**src/rtl/pcefs_pkg.sv**
```systemverilog
/*
 * Constants for the channel enable, sequencing, reset mapping and fault
 * status register bank. Assumes an 8-bit register port from the serial
 * management front end and a 100 MHz system clock.
 */
package pcefs_pkg;
	// ==========================================================
	// register offsets
	localparam logic [7:0] ADDR_CHANNEL_ENABLE   = 8'h05;
	localparam logic [7:0] ADDR_TURN_ON_HIGH     = 8'h06;
	localparam logic [7:0] ADDR_TURN_ON_LOW      = 8'h07;
	localparam logic [7:0] ADDR_RESET_MAPPING    = 8'h08;
	localparam logic [7:0] ADDR_LOW_V_STATUS     = 8'h0a;
	localparam logic [7:0] ADDR_HIGH_V_STATUS    = 8'h0b;
	localparam logic [7:0] ADDR_SHUTDOWN_STATUS  = 8'h0c;
	// ==========================================================
	// writable masks and reset values
	localparam logic [7:0] MASK_CHANNEL_ENABLE   = 8'h3d;
	localparam logic [7:0] MASK_RESET_MAPPING    = 8'h3f;
	localparam logic [7:0] MASK_CHANNEL_BITS     = 8'h3e;
	localparam logic [7:0] RST_CHANNEL_ENABLE    = 8'h3d;
	localparam logic [7:0] RST_TURN_ON_HIGH      = 8'h00;
	localparam logic [7:0] RST_TURN_ON_LOW       = 8'h11;
	localparam logic [7:0] RST_RESET_MAPPING     = 8'h3f;
	// ==========================================================
	// field positions
	localparam int ALL_ENABLE_BIT   = 0;
	localparam int WATCHDOG_MAP_BIT = 0;
	localparam int SUMMARY_BIT      = 7;
	localparam int HI_NIBBLE_LSB    = 4;
	// ==========================================================
	// timing, in microseconds and cycles at 100 MHz
	localparam int CLK_MHZ          = 100;
	localparam int STEP_0_US        = 500;
	localparam int STEP_1_US        = 1000;
	localparam int STEP_2_US        = 2500;
	localparam int STEP_3_US        = 5000;
	localparam int STEP_0_CYCLES    = STEP_0_US * CLK_MHZ;
	localparam int STEP_1_CYCLES    = STEP_1_US * CLK_MHZ;
	localparam int STEP_2_CYCLES    = STEP_2_US * CLK_MHZ;
	localparam int STEP_3_CYCLES    = STEP_3_US * CLK_MHZ;
	localparam int FILT_FINE_US     = 2;
	localparam int FILT_COARSE_US   = 10;
	localparam int FILT_FINE_CYCLES = FILT_FINE_US * CLK_MHZ;
	localparam int FILT_COARSE_CYC  = FILT_COARSE_US * CLK_MHZ;
	typedef enum logic [1:0] {PCEFS_SEQ_IDLE, PCEFS_SEQ_RUN, PCEFS_SEQ_DONE} pcefs_seq_t;
endpackage : pcefs_pkg

```
**src/rtl/pcefs_regs.sv**
```systemverilog
/*
 * Register bank: channel enables, turn-on sequencer, reset mapping and
 * read-to-clear fault status. Assumes comparator inputs are asynchronous
 * levels and that the register port is synchronous to clk_sys.
 */
`timescale 1ns/1ps
module pcefs_regs (
	input  wire logic       clk_sys,
	input  wire logic       rst,
	input  wire logic       reg_wr,
	input  wire logic       reg_rd,
	input  wire logic [7:0] reg_addr,
	input  wire logic [7:0] reg_wdata,
	output logic      [7:0] reg_rdata,
	input  wire logic       safe_hold_state,
	input  wire logic       sequence_start,
	input  wire logic [1:0] delay_step_select,
	input  wire logic [4:0] glitch_filter_count,
	input  wire logic       glitch_filter_step,
	input  wire logic [5:1] low_cmp,
	input  wire logic [5:1] high_cmp,
	input  wire logic [5:1] shutdown_cmp,
	input  wire logic       watchdog_error,
	output logic      [5:1] out_on,
	output logic            system_reset_output_n
);
	import pcefs_pkg::*;

	// ==========================================================
	// input synchronisers
	logic [15:0] sync1_q;
	logic [15:0] sync2_q;
	logic [5:1]  low_s;
	logic [5:1]  high_s;
	logic [5:1]  off_s;
	logic        wd_s;
	always_ff @(posedge clk_sys)
	begin
		if (rst)
		begin
			sync1_q <= 16'h0000;
			sync2_q <= 16'h0000;
		end
		else
		begin
			sync1_q <= {watchdog_error, shutdown_cmp, high_cmp, low_cmp};
			sync2_q <= sync1_q;
		end
	end
	assign low_s  = sync2_q[4:0];
	assign high_s = sync2_q[9:5];
	assign off_s  = sync2_q[14:10];
	assign wd_s   = sync2_q[15];

	// ==========================================================
	// configuration registers
	logic [7:0] en_q;
	logic [7:0] dly_hi_q;
	logic [7:0] dly_lo_q;
	logic [7:0] map_q;
	logic       safe_q;
	always_ff @(posedge clk_sys)
	begin
		if (rst)
		begin
			en_q     <= RST_CHANNEL_ENABLE;
			dly_hi_q <= RST_TURN_ON_HIGH;
			dly_lo_q <= RST_TURN_ON_LOW;
			map_q    <= RST_RESET_MAPPING;
			safe_q   <= 1'b0;
		end
		else
		begin
			safe_q <= safe_hold_state;
			if (reg_wr && reg_addr == ADDR_CHANNEL_ENABLE)
				en_q <= reg_wdata & MASK_CHANNEL_ENABLE;
			if (reg_wr && reg_addr == ADDR_TURN_ON_HIGH)
				dly_hi_q <= reg_wdata;
			if (reg_wr && reg_addr == ADDR_TURN_ON_LOW)
				dly_lo_q <= reg_wdata;
			if (reg_wr && reg_addr == ADDR_RESET_MAPPING)
				map_q <= reg_wdata & MASK_RESET_MAPPING;
			// entry edge wins over a same-cycle host write
			if (safe_hold_state && !safe_q)
				en_q[5:2] <= 4'hf;
		end
	end

	// ==========================================================
	// glitch filter on summary flags
	logic [9:0]  tick_cnt_q;
	logic [4:0]  low_cnt_q;
	logic [4:0]  high_cnt_q;
	logic        low_filt_q;
	logic        high_filt_q;
	logic        tick;
	logic        low_raw;
	logic        high_raw;
	logic [9:0]  tick_max;
	assign tick_max = glitch_filter_step ? 10'(FILT_COARSE_CYC - 1)
	                                     : 10'(FILT_FINE_CYCLES - 1);
	// >= so a step change from coarse to fine cannot skip the wrap point
	assign tick     = (tick_cnt_q >= tick_max);
	// bit 1 of the enable register is reserved; channel 1 follows the all enable
	assign low_raw  = |(low_s & {en_q[5:2], en_q[ALL_ENABLE_BIT]});
	assign high_raw = |(high_s & {en_q[5:2], en_q[ALL_ENABLE_BIT]});
	always_ff @(posedge clk_sys)
	begin
		if (rst)
		begin
			tick_cnt_q  <= 10'h000;
			low_cnt_q   <= 5'h00;
			high_cnt_q  <= 5'h00;
			low_filt_q  <= 1'b0;
			high_filt_q <= 1'b0;
		end
		else
		begin
			tick_cnt_q <= tick ? 10'h000 : tick_cnt_q + 10'h001;
			// the fault must persist count ticks before it is believed
			if (!low_raw)
			begin
				low_cnt_q  <= 5'h00;
				low_filt_q <= 1'b0;
			end
			else if (low_cnt_q >= glitch_filter_count)
				low_filt_q <= 1'b1;
			else if (tick)
				low_cnt_q <= low_cnt_q + 5'h01;
			if (!high_raw)
			begin
				high_cnt_q  <= 5'h00;
				high_filt_q <= 1'b0;
			end
			else if (high_cnt_q >= glitch_filter_count)
				high_filt_q <= 1'b1;
			else if (tick)
				high_cnt_q <= high_cnt_q + 5'h01;
		end
	end

	// ==========================================================
	// read-to-clear status; a set in the read cycle survives
	logic [7:0] low_st_q;
	logic [7:0] high_st_q;
	logic [7:0] off_st_q;
	logic [7:0] low_set;
	logic [7:0] high_set;
	logic [7:0] off_set;
	assign low_set  = {low_filt_q, 1'b0, low_s, 1'b0};
	assign high_set = {high_filt_q, 1'b0, high_s, 1'b0};
	assign off_set  = {2'b00, off_s, 1'b0};
	always_ff @(posedge clk_sys)
	begin
		if (rst)
		begin
			low_st_q  <= 8'h00;
			high_st_q <= 8'h00;
			off_st_q  <= 8'h00;
		end
		else
		begin
			low_st_q  <= ((reg_rd && reg_addr == ADDR_LOW_V_STATUS) ? 8'h00 : low_st_q)
			             | low_set;
			high_st_q <= ((reg_rd && reg_addr == ADDR_HIGH_V_STATUS) ? 8'h00 : high_st_q)
			             | high_set;
			off_st_q  <= ((reg_rd && reg_addr == ADDR_SHUTDOWN_STATUS) ? 8'h00 : off_st_q)
			             | off_set;
		end
	end

	// ==========================================================
	// read data, registered; unmapped and reserved read zero
	always_ff @(posedge clk_sys)
	begin
		if (rst)
			reg_rdata <= 8'h00;
		else if (reg_rd)
		begin
			unique case (reg_addr)
				ADDR_CHANNEL_ENABLE:  reg_rdata <= en_q;
				ADDR_TURN_ON_HIGH:    reg_rdata <= dly_hi_q;
				ADDR_TURN_ON_LOW:     reg_rdata <= dly_lo_q;
				ADDR_RESET_MAPPING:   reg_rdata <= map_q;
				ADDR_LOW_V_STATUS:    reg_rdata <= low_st_q;
				ADDR_HIGH_V_STATUS:   reg_rdata <= high_st_q;
				ADDR_SHUTDOWN_STATUS: reg_rdata <= off_st_q;
				default:              reg_rdata <= 8'h00;
			endcase
		end
	end

	// ==========================================================
	// turn-on sequencer; 19-bit step count covers the 5 ms step
	pcefs_seq_t  seq_q;
	logic [18:0] step_cnt_q;
	logic [3:0]  elapsed_q;
	logic [18:0] step_max;
	logic [3:0]  dly [2:5];
	assign dly[5] = dly_hi_q[7:HI_NIBBLE_LSB];
	assign dly[4] = dly_hi_q[HI_NIBBLE_LSB-1:0];
	assign dly[3] = dly_lo_q[7:HI_NIBBLE_LSB];
	assign dly[2] = dly_lo_q[HI_NIBBLE_LSB-1:0];
	always_comb
	begin
		unique case (delay_step_select)
			2'b00: step_max = 19'(STEP_0_CYCLES - 1);
			2'b01: step_max = 19'(STEP_1_CYCLES - 1);
			2'b10: step_max = 19'(STEP_2_CYCLES - 1);
			2'b11: step_max = 19'(STEP_3_CYCLES - 1);
		endcase
	end
	always_ff @(posedge clk_sys)
	begin
		if (rst)
		begin
			seq_q      <= PCEFS_SEQ_IDLE;
			step_cnt_q <= 19'h00000;
			elapsed_q  <= 4'h0;
		end
		else if (sequence_start)
		begin
			seq_q      <= PCEFS_SEQ_RUN;
			step_cnt_q <= 19'h00000;
			elapsed_q  <= 4'h0;
		end
		else if (seq_q == PCEFS_SEQ_RUN)
		begin
			if (step_cnt_q >= step_max)
			begin
				step_cnt_q <= 19'h00000;
				if (elapsed_q == 4'hf)
					seq_q <= PCEFS_SEQ_DONE;
				else
					elapsed_q <= elapsed_q + 4'h1;
			end
			else
				step_cnt_q <= step_cnt_q + 19'h00001;
		end
	end

	// ==========================================================
	// outputs; host may toggle enables in normal run, a cleared enable drops its output the next cycle
	always_ff @(posedge clk_sys)
	begin
		if (rst)
			out_on <= 5'h00;
		else
		begin
			out_on[1] <= en_q[ALL_ENABLE_BIT];
			for (int c = 2; c <= 5; c++)
				out_on[c] <= en_q[ALL_ENABLE_BIT] && en_q[c] && seq_q != PCEFS_SEQ_IDLE
				             && (seq_q == PCEFS_SEQ_DONE || elapsed_q >= dly[c]);
		end
	end
	always_ff @(posedge clk_sys)
	begin
		if (rst)
			system_reset_output_n <= 1'b1;
		else
			system_reset_output_n <= !(|((low_s | high_s) & map_q[5:1])
			                           || (wd_s && map_q[WATCHDOG_MAP_BIT]));
	end

	// ==========================================================
	// checks
	property p_safe_force;
		@(posedge clk_sys) disable iff (rst) safe_hold_state && !safe_q |=> en_q[5:2] == 4'hf;
	endproperty
	a_safe_force: assert property (p_safe_force) else $error("enables not forced");
	property p_rsv_en;
		@(posedge clk_sys) disable iff (rst) (en_q & ~MASK_CHANNEL_ENABLE) == 8'h00;
	endproperty
	a_rsv_en: assert property (p_rsv_en) else $error("reserved enable bit set");
	property p_all_off;
		@(posedge clk_sys) disable iff (rst) !en_q[ALL_ENABLE_BIT] |=> out_on == 5'h00;
	endproperty
	a_all_off: assert property (p_all_off) else $error("output on while all disabled");
	property p_ch_off;
		@(posedge clk_sys) disable iff (rst) !en_q[3] |=> !out_on[3];
	endproperty
	a_ch_off: assert property (p_ch_off) else $error("channel three on while disabled");
	property p_wd_map;
		@(posedge clk_sys) disable iff (rst)
			wd_s && map_q[WATCHDOG_MAP_BIT] |=> !system_reset_output_n;
	endproperty
	a_wd_map: assert property (p_wd_map) else $error("watchdog not mapped to reset");
	property p_ch_map;
		@(posedge clk_sys) disable iff (rst)
			|((low_s | high_s) & map_q[5:1]) |=> !system_reset_output_n;
	endproperty
	a_ch_map: assert property (p_ch_map) else $error("channel fault not mapped");
	property p_low_warn;
		@(posedge clk_sys) disable iff (rst) low_s[2] |=> low_st_q[2];
	endproperty
	a_low_warn: assert property (p_low_warn) else $error("low warning lost");
	property p_high_warn;
		@(posedge clk_sys) disable iff (rst) high_s[4] |=> high_st_q[4];
	endproperty
	a_high_warn: assert property (p_high_warn) else $error("high warning lost");
	property p_off;
		@(posedge clk_sys) disable iff (rst) off_s[5] |=> off_st_q[5];
	endproperty
	a_off: assert property (p_off) else $error("shutdown flag lost");
	property p_rc;
		@(posedge clk_sys) disable iff (rst)
			reg_rd && reg_addr == ADDR_SHUTDOWN_STATUS && off_s == 5'h00 |=> off_st_q == 8'h00;
	endproperty
	a_rc: assert property (p_rc) else $error("status not cleared by read");
	property p_filt;
		@(posedge clk_sys) disable iff (rst) !low_raw |=> !low_filt_q;
	endproperty
	a_filt: assert property (p_filt) else $error("filtered low without cause");
	property p_seq_hold;
		@(posedge clk_sys) disable iff (rst)
			seq_q == PCEFS_SEQ_RUN && elapsed_q < dly[2] && !sequence_start |=> !out_on[2];
	endproperty
	a_seq_hold: assert property (p_seq_hold) else $error("channel two early");
	c_safe: cover property (@(posedge clk_sys) safe_hold_state && !safe_q);
	c_seq: cover property (@(posedge clk_sys) seq_q == PCEFS_SEQ_DONE);
	c_rst: cover property (@(posedge clk_sys) !system_reset_output_n);
endmodule : pcefs_regs

```
**config.mk**
```make
export PLATFORM = sky130hd
export DESIGN_NAME = pcefs_regs
export DESIGN_NICKNAME = d
export VERILOG_FILES = /design/src/rtl/pcefs_pkg.sv /design/src/rtl/pcefs_regs.sv
export SDC_FILE = /design/constraint.sdc
export NUM_CORES = 1
export LEC_CHECK = 0
export ABC_AREA = 1
export BUFFER_PORTS_ARGS = -buffer_cell sky130_fd_sc_hd__buf_4
export CORE_ASPECT_RATIO = 2
export CORE_UTILIZATION = 54
export CTS_BUF_LIST = sky130_fd_sc_hd__clkbuf_8 sky130_fd_sc_hd__clkbuf_16
export DETAILED_ROUTE_END_ITERATION = 16
export GPL_ROUTABILITY_DRIVEN = 0
export PLACE_DENSITY = 0.79
export SYNTH_ARGS = -nofsm -noshare
export SYNTH_HDL_FRONTEND = slang
export SYNTH_SLANG_ARGS = --single-unit
```
**constraint.sdc**
```tcl
create_clock -name clk_sys -period 1.7 [get_ports clk_sys]
set_clock_uncertainty 0.05 [all_clocks]
set_input_delay 0 -clock clk_sys [delete_from_list [all_inputs] [get_ports clk_sys]]
set_output_delay 0 -clock clk_sys [all_outputs]
set_load 0.01 [all_outputs]
```
==> results.cfg, run 1 <==
[synthesis]
synth_top_area_share_pct = 41.5
synth_seq_cells = 138
synth_nets = 993
yosysMostFrequentCell = nand2_1
yosys-top-cells-area = dfxtp_1, nand2_1, ha_1
syn_area_um2 = 6660
yosysSeqAreaShare_pct = 41.5
synth_common_cells = nand2_1, dfxtp_1, nor2_1
yosysWarnings = 0
synth-edff-count = 0
synth_cells = 896
ys_types = 39
async_reset_ff_share_pct = 0
ys.flop_type = dfxtp_1
postSynthAreaPerCell_um2 = 7.43
yosysTopAreaCell = dfxtp_1

[sta]
rsz0062_at_grt = yes
fin_crit_ps = 1770
report.final.slew_viol_count = 0
relSlewSlack_pct = 68.9
finalHoldViolCount = 0
hold_slack_ps = 43.8
worst_slew_pin_slew_ps = 462
clock.fmax_ghz = 0.563
setup_tns_ps = -477
setup_viol = 11
setup_slack_ps = -74.9
period_share_pct = 104

[detailed_routing]
finalWirelength_um = 18200
antenna_left = 0
drc_errors = 0
vias = 6500
drtIter0Drc = 413
drt_first_pass_iters = 6
via_per_inst = 5.39
avgRoutedWirePerCell_um = 15.1

[grt]
grt_start_max_net_pins = 27
grt_pass1_vias = 6705
antenna_found_initial = 0
grt_overflow = 0
grt_pass1_wl_um = 29200
grt_usage_pct = 29.7

[cells_and_area]
nFillCells = 904
nets = 1142
register_area_um2 = 2780
drive_above_1_share_pct = 20.7
layout.cells.non_filler = 1205
syn_to_final_growth_pct = 31.4
multi_input_area_um2 = 3530
diodes = 0
design_area_um2 = 8750
fin_util_pct = 72.6

[placement]
hpwl_um = 12700
port_buffers = 59
placed_cell_area_um2 = 7600
dp_slack_ps = -257
place_inst = 1137

[worst_setup_path]
cp_num_cells = 11
worstPathRequired_ps = 1960
crit_buf_inv = 2
r2r_end = elapsed_q[0]
path_cells = ha_1 > a21oi_1 > o21a_1 > nand2_1 > nor2_1 > nand2_2 > buf_6 > nand2_8 > inv_2 > nor2_1 > nor2_1
reg2reg_slack_ps = -70
cp.arrival_ps = 2040
path_class = flop to flop
cpMostUsedCell = nor2_1
cp-end-kind = flop
path_delay_family = simple AND/OR/NAND/NOR gates
path_max_fanout = 5
crit_path_top_delay_cell = dfxtp_1
critPathLaunchType = flop
cpPeakStageDelay_ps = 380
rr_worst_depth = 11
r2r-start = step_cnt_q[18]

[cts]
insertion_delay_ps = 420
cts.reportedPaths.clkPinSlew_ps = 60
cts_root_buf = clkbuf_16
cts_tree = done
cts_inserted_buffers = 17
cts_max_level = 4
cts_sinks = 138
cts_buffer_depth = 2

[die]
rows = 57
initial_utilization_pct = 55.2
io_pins = 60
die-area_um2 = 12800
die_height_um = 159
core_area_um2 = 12100
die_w_um = 80.5

[power_and_ir_drop]
max-vdd-ir-drop_uv = 757
power.total_mw = 7.36
p_per_area_nw_per_um2 = 841
power.leakage_nw = 4.01

[min_path]
hp-start = reg_addr[0]
hold_depth = 4
holdCritPathClass = input pin to flop
hold-path-endpoint = dly_lo_q[7]

[flow_run]
max-cap-violations = 0

[run_status]
outcome = finished with violations
violations = setup timing
[layout make-up]
| class | count | share of cell area [%] |
|---|---|---|
| clock buffers | 17 | 4.86 |
| clock inverters | 15 | 1.52 |
| inverters | 135 | 5.79 |
| multi-input cells | 606 | 40.4 |
| flip-flops and latches | 138 | 31.7 |
| well taps | 147 | 2.10 |
| repair buffers | 147 | 13.6 |
[metal layers]
| metal | GRT usage [%] | wire [µm] |
|---|---|---|
| met4 | 22.9 | 1350 |
| met3 | 7.11 | 786 |
| met2 | 55.8 | 10100 |
| met5 | 0 | 0 |
| met1 | 25.1 | 5930 |
[power breakdown]
part | total, mW | internal, mW | switching, mW
combinational | 0.555 | 0.256 | 0.298
clock | 3.45 | 1.92 | 1.53
sequential | 3.35 | 3.31 | 0.0409
[state kept, by name, indices dropped and copies added, names as in the netlist]
name                   count
dly_hi_q                   8
dly_lo_q                   8
elapsed_q                  4
en_q                       5
high_cnt_q                 5
high_filt_q                1
high_st_q                  6
low_cnt_q                  5
low_filt_q                 1
low_st_q                   6
map_q                      6
off_st_q                   5
out_on                     5
reg_rdata                  8
safe_q                     1
seq_q                      2
step_cnt_q                19
sync1_q                   16
sync2_q                   16
system_reset_output_n      1
tick_cnt_q                10
[cells by family (layout without fill, tap and decap cells)]
group	Yosys count	in the layout	synth area share, %
xor+xnor	21	21	2.76
compound gates	133	133	11.2
fa+ha+maj	51	51	9.59
flops	138	138	41.5
buf+inv	152	314	8.74
simple gates	401	401	26.2
[tightest hold or removal path, stage by stage]
cell and delay, ps:
buf_4 130, nand4_1 80, buf_4 180, a21oi_1 80
[how the worst max path moves through the flow]
stage	from	to	slack [ps]
after floorplan	step_cnt_q[10]	step_cnt_q[18]	40
after global placement	delay_step_select[1]	step_cnt_q[2]	-210
after detailed placement	delay_step_select[1]	step_cnt_q[2]	-260
after CTS	step_cnt_q[6]	step_cnt_q[14]	-20
after global routing	step_cnt_q[7]	elapsed_q[3]	-330
final	step_cnt_q[18]	elapsed_q[0]	-70
[timing repair]
item | 4_1_cts | 5_1_grt
resized for setup | 15 | 41
setup endpoints to repair | 34 | 44
pin swaps | 4 | 11
endpoints found under the hold margin | 84 | 0
buffers inserted | 2 | 1
hold buffers | 33 | 0
[cell usage in the layout (no fill, tap or decap), types with 5 or more instances in the layout]
master / n
a21oi_1: 61
buf_4: 113
clkbuf_16: 17
dfxtp_1: 129
dfxtp_2: 8
dlygate4sd3_1: 33
ha_1: 42
ha_4: 9
inv_1: 119
inv_2: 15
nand2_1: 165
nand2_2: 8
nand3_1: 53
nand3b_1: 5
nand4_1: 11
nor2_1: 120
nor2_2: 9
nor3_1: 12
o211ai_1: 9
o21a_1: 9
o21ai_0: 27
o21ai_1: 11
xnor2_1: 10
xor2_1: 11
(Power assumes the default switching activity.)
==> run 2: changes to the inputs <==
ABC_AREA = 0   (was 1)
==> run 2 against run 1 <==
Net effect:
- design area rose by 1.8%
- largest power group unchanged
- the flow still finishes with violations (setup timing)
- count of clock-buffer cells in the layout rose by 3
- sequential cell count did not move
- non-clock buffer count rose by 11
- clock power rose by 8.1%
- combinational power rose by 8.6%
- global-route usage rose by 2.5 points
- highest routed layer unchanged
- synthesized area fell by 3.4%
==> results.cfg, run 2 <==
[sta]
setup_slack_ps = -517
hold_slack_ps = 57.0
fin_crit_ps = 2220
report.final.slew_viol_count = 0
setup_viol = 45
rsz0062_at_grt = yes
period_share_pct = 130
setup_tns_ps = -13440
worst_slew_pin_slew_ps = 723
clock.fmax_ghz = 0.451
relSlewSlack_pct = 51.7
finalHoldViolCount = 0

[cells_and_area]
largest_register_ff_count = 19
nets = 957
syn_to_final_growth_pct = 38.6
layout.cells.most_common = dfxtp_1
regMostFlops = step_cnt_q
drive_above_1_share_pct = 29.4
nFillCells = 741
final_cell_mix = dfxtp_1, buf_4, nor2_1
diodes = 0
reg_top3 = step_cnt_q (19), sync1_q (16), sync2_q (16)

[grt]
grt_pass1_vias = 6108
grt_usage_pct = 32.3
grt_overflow = 0
antenna_found_initial = 0
grt_start_max_net_pins = 41
grt_pass1_wl_um = 29700

[synthesis]
yosysWarnings = 0
syn_area_um2 = 6430
synth_common_cells = dfxtp_1, nor2_1, ha_1
yosysTopAreaCell = dfxtp_1
synth_cells = 704
yosysMostFrequentCell = dfxtp_1
synth-edff-count = 0
synth_nets = 801
ys_types = 55
yosys-top-cells-area = dfxtp_1, ha_1, nor2_1
async_reset_ff_share_pct = 0
postSynthAreaPerCell_um2 = 9.13
synth_seq_cells = 138
yosysSeqAreaShare_pct = 43.0
ys.flop_type = dfxtp_1
synth_top_area_share_pct = 43.0

[worst_setup_path]
path_max_fanout = 5
cp-end-kind = flop
critPathLaunchType = flop
worstPathRequired_ps = 1950
path_class = flop to flop
cp.arrival_ps = 2460

[die]
io_pins = 60
core_area_um2 = 11600
initial_utilization_pct = 55.3
die_height_um = 156
die-area_um2 = 12400
rows = 56
die_w_um = 79.2

[cts]
cts_tree = done
insertion_delay_ps = 420
cts_max_level = 4
cts.reportedPaths.clkPinSlew_ps = 60
cts_root_buf = clkbuf_16
cts_buffer_depth = 2
cts_sinks = 138
cts_inserted_buffers = 17

[detailed_routing]
drtIter0Drc = 407
vias = 5997
via_per_inst = 5.89
drt_first_pass_iters = 5
finalWirelength_um = 20000
antenna_left = 0
avgRoutedWirePerCell_um = 19.7
drc_errors = 0

[min_path]
holdCritPathClass = input pin to flop

[power_and_ir_drop]
power.leakage_nw = 3.63
p_per_area_nw_per_um2 = 861
max-vdd-ir-drop_uv = 866
power.total_mw = 7.68

[placement]
port_buffers = 59
hpwl_um = 12500

[run_status]
outcome = finished with violations
violations = setup timing

[flow_run]
max-cap-violations = 0
run 2: what timing repair did:
action	CTS	global route
gates resized for setup	42	42
setup endpoints to repair	46	49
hold endpoints to repair	55	1
gates cloned	5	1
hold buffers	29	1
pin swaps	31	25
setup buffers	4	7
run 2: worst max-delay path: stages, from the launching register on:
cell and delay, ps:
dfxtp_4 380, ha_4 310, nand3_2 110, nor4_4 440, o31ai_4 210, a21oi_4 200, buf_4 170, nand2b_4 170
nor2_1 50
run 2: cell families after synthesis:
group	after synthesis	synth area share, %
simple gates	259	20.4
flops	138	43.0
compound gates	126	13.0
buf+inv	66	4.38
fa+ha+maj	51	9.93
xor+xnor	36	4.90
mux	28	4.46
run 2: final timing paths:
check / start / end / slack, ps / depth (start not counted)
setup / recovery: step_cnt_q[14] / step_cnt_q[10] / -520 / 8
hold / removal: reg_rd / off_st_q[2] / 60 / 4
setup reg to reg: step_cnt_q[14] / step_cnt_q[10] / -520 / 8
hold reg to reg: sync1_q[5] / sync2_q[5] / 380 / 1
run 2: through the flow:
stage	std cells	setup slack, ps	area, µm²	utilization, %
after global routing	1018	-569	8910	76.6
final	1018	-517	8910	76.6
after global placement	941	-394	7500	64.4
after floorplan	704	-234	6540	-
after CTS	1011	-287	8670	74.5
after detailed placement	941	-514	7500	64.4
run 2: layer usage:
layer	global-route usage (%)	vias to the layer above	part of all wire (%)
li1	-	2752	-
met1	28.4	2850	32
met2	58.8	274	53
met3	9.45	121	5.8
met4	25.8	0	8.6
met5	0	-	0
run 2: layout make-up:
cell class | instances | area, µm² | area share [%]
clock inverter | 12 | 135 | 1.52
sequential | 138 | 2790 | 31.3
clock buffer | 20 | 467 | 5.24
inverter | 40 | 150 | 1.68
timing repair buffer | 158 | 1320 | 14.8
tap | 145 | 181 | 2.04
multi-input combinational | 505 | 3870 | 43.4
run 2: report_power, final:
part,switching [mW],leakage [nW],internal (mW)
clock network,1.44,0.298,2.29
registers,0.0390,1.13,3.30
logic,0.308,2.20,0.295
total,1.79,3.63,5.89
==> run 3: changes to the inputs <==
--- a/config.mk
+++ b/config.mk
@@ -14,3 +14,4 @@
 export GPL_ROUTABILITY_DRIVEN = 0
-export PLACE_DENSITY = 0.79
+export PLACE_DENSITY = 0.76
+export SLEW_MARGIN = 20
 export SYNTH_ARGS = -nofsm -noshare
--- a/constraint.sdc
+++ b/constraint.sdc
@@ -4,2 +4,2 @@
 set_output_delay 0 -clock clk_sys [all_outputs]
-set_load 0.01 [all_outputs]
+set_load 0.1 [all_outputs]
==> run 3 against run 2 <==
Net effect:
- the run still ends with setup timing left
- sequential power barely moved
- sequential cell count did not move
- largest power group unchanged
- clock power rose by 11%
- utilization rose by 0.97 points
- fmax rose by 5.0%
- first-iteration DRC count fell by 28%
- design area rose by 1.3%
- via count rose by 1.1%
- setup slack improved by 110 ps
- count of clock-buffer cells in the layout did not move
- critical endpoint is now elapsed_q[3]
- combinational power rose by 6.1%
==> results.cfg, run 3 (same netlist as run 2, synthesis figures left out) <==
[cts]
cts_sinks = 138
cts_inserted_buffers = 17
cts.reportedPaths.clkPinSlew_ps = 60
insertion_delay_ps = 420
cts_tree = done
cts_root_buf = clkbuf_16
cts_buffer_depth = 2
cts_max_level = 4

[placement]
placed_cell_area_um2 = 7510
port_buffers = 59
place_inst = 945
hpwl_um = 12400

[die]
core_area_um2 = 11600
io_pins = 60
initial_utilization_pct = 55.3
die_height_um = 156
die_w_um = 79.2
rows = 56
die-area_um2 = 12400

[detailed_routing]
drt_first_pass_iters = 6
avgRoutedWirePerCell_um = 19.6
vias = 6062
antenna_left = 0
via_per_inst = 5.93
drc_errors = 0
drtIter0Drc = 294
finalWirelength_um = 20000

[cells_and_area]
diodes = 0
drive_above_1_share_pct = 30.2
fin_util_pct = 77.6
nets = 961
regMostFlops = step_cnt_q
layout.cells.most_common = buf_4
layout.cells.non_filler = 1022
syn_to_final_growth_pct = 40.4
largest_register_ff_count = 19
final_cell_mix = buf_4, dfxtp_1, nor2_1
reg_top3 = step_cnt_q (19), sync1_q (16), sync2_q (16)
design_area_um2 = 9020

[sta]
finalHoldViolCount = 0
fin_crit_ps = 2110
setup_slack_ps = -412
rsz0062_at_grt = yes
relSlewSlack_pct = 69.7
report.final.slew_viol_count = 0
clock.fmax_ghz = 0.474
period_share_pct = 124
setup_viol = 45
worst_slew_pin_slew_ps = 452
setup_tns_ps = -12190

[worst_setup_path]
critical_path.startpoint = step_cnt_q[6]
path_max_fanout = 3
cp.arrival_ps = 2370
r2r_end = elapsed_q[3]
r2r-start = step_cnt_q[6]
cp-end-kind = flop
rr_worst_depth = 8
path_class = flop to flop
critPathLaunchType = flop
worstPathRequired_ps = 1960
reg2reg_slack_ps = -410
crit_path_end = elapsed_q[3]

[grt]
grt_start_max_net_pins = 35
grt_pass1_wl_um = 31100
antenna_found_initial = 0
grt_overflow = 0
grt_usage_pct = 33.5
grt_pass1_vias = 6496

[power_and_ir_drop]
power.leakage_nw = 3.68
max-vdd-ir-drop_uv = 991
p_per_area_nw_per_um2 = 901

[min_path]
holdCritPathClass = input pin to flop

[run_status]
outcome = finished with violations
violations = setup timing

[flow_run]
max-cap-violations = 0
-- run 3: critical path: stages, from the launching register on --
cell	delay [ps]
dfxtp_4	370
ha_4	260
nand3b_1	150
nor4_4	380
o31ai_4	130
a21oi_4	220
buf_6	140
a31oi_2	80
a41o_2	240
-- run 3: power by group --
group / leakage [nW] / switching (mW) / internal [mW] / total (mW)
clock: 0.329 / 1.43 / 2.72 / 4.14
sequential: 1.13 / 0.0447 / 3.31 / 3.35
combinational: 2.22 / 0.352 / 0.288 / 0.640
total: 3.68 / 1.82 / 6.31 / 8.13
-- run 3: what timing repair did --
item,in CTS,in global routing
hold endpoints to repair,62,0
endpoints found under the setup margin,47,49
pin swaps,31,34
cloned,4,1
gates resized for setup,53,43
hold buffers,29,0
setup buffers,8,3
-- run 3: routing by layer --
metal  wire (µm)  track usage, %  part of all wire, %  vias up
li1            -               -                    -     2767
met3         816            7.17                  4.1      102
met5           0               0                    0        -
met2       11400            65.5                   57      255
met1        6580            28.7                   33     2938
met4        1240            23.4                  6.2        0
-- run 3: layout make-up --
cell class,count,area (µm²)
multi-input combinational,504,3900
sequential,138,2780
fill,729,2610
timing repair buffer,163,1350
clock buffer,20,467
clock inverter,12,196
tap,145,181
inverter,40,150
-- run 3: metrics by stage --
step,hold WS (ps),power [mW],worst slack (ps)
2_1_floorplan,26.3,3.71,-234
3_3_place_gp,162,3.90,-388
3_5_place_dp,165,3.92,-568
4_1_cts,54.7,8.08,-302
5_1_grt,67.9,8.32,-480
6_report,62.8,8.13,-412
-- run 3: worst min-delay path by stage --
stage | start | end | depth (start not counted)
final | reg_addr[0] | reg_rdata[0] | 3
after CTS | reg_addr[0] | reg_rdata[0] | 3
after global routing | reg_addr[0] | reg_rdata[0] | 3
after floorplan | sequence_start | elapsed_q[2] | 1
after global placement | sequence_start | elapsed_q[2] | 2
after detailed placement | high_cmp[3] | sync1_q[7] | 2
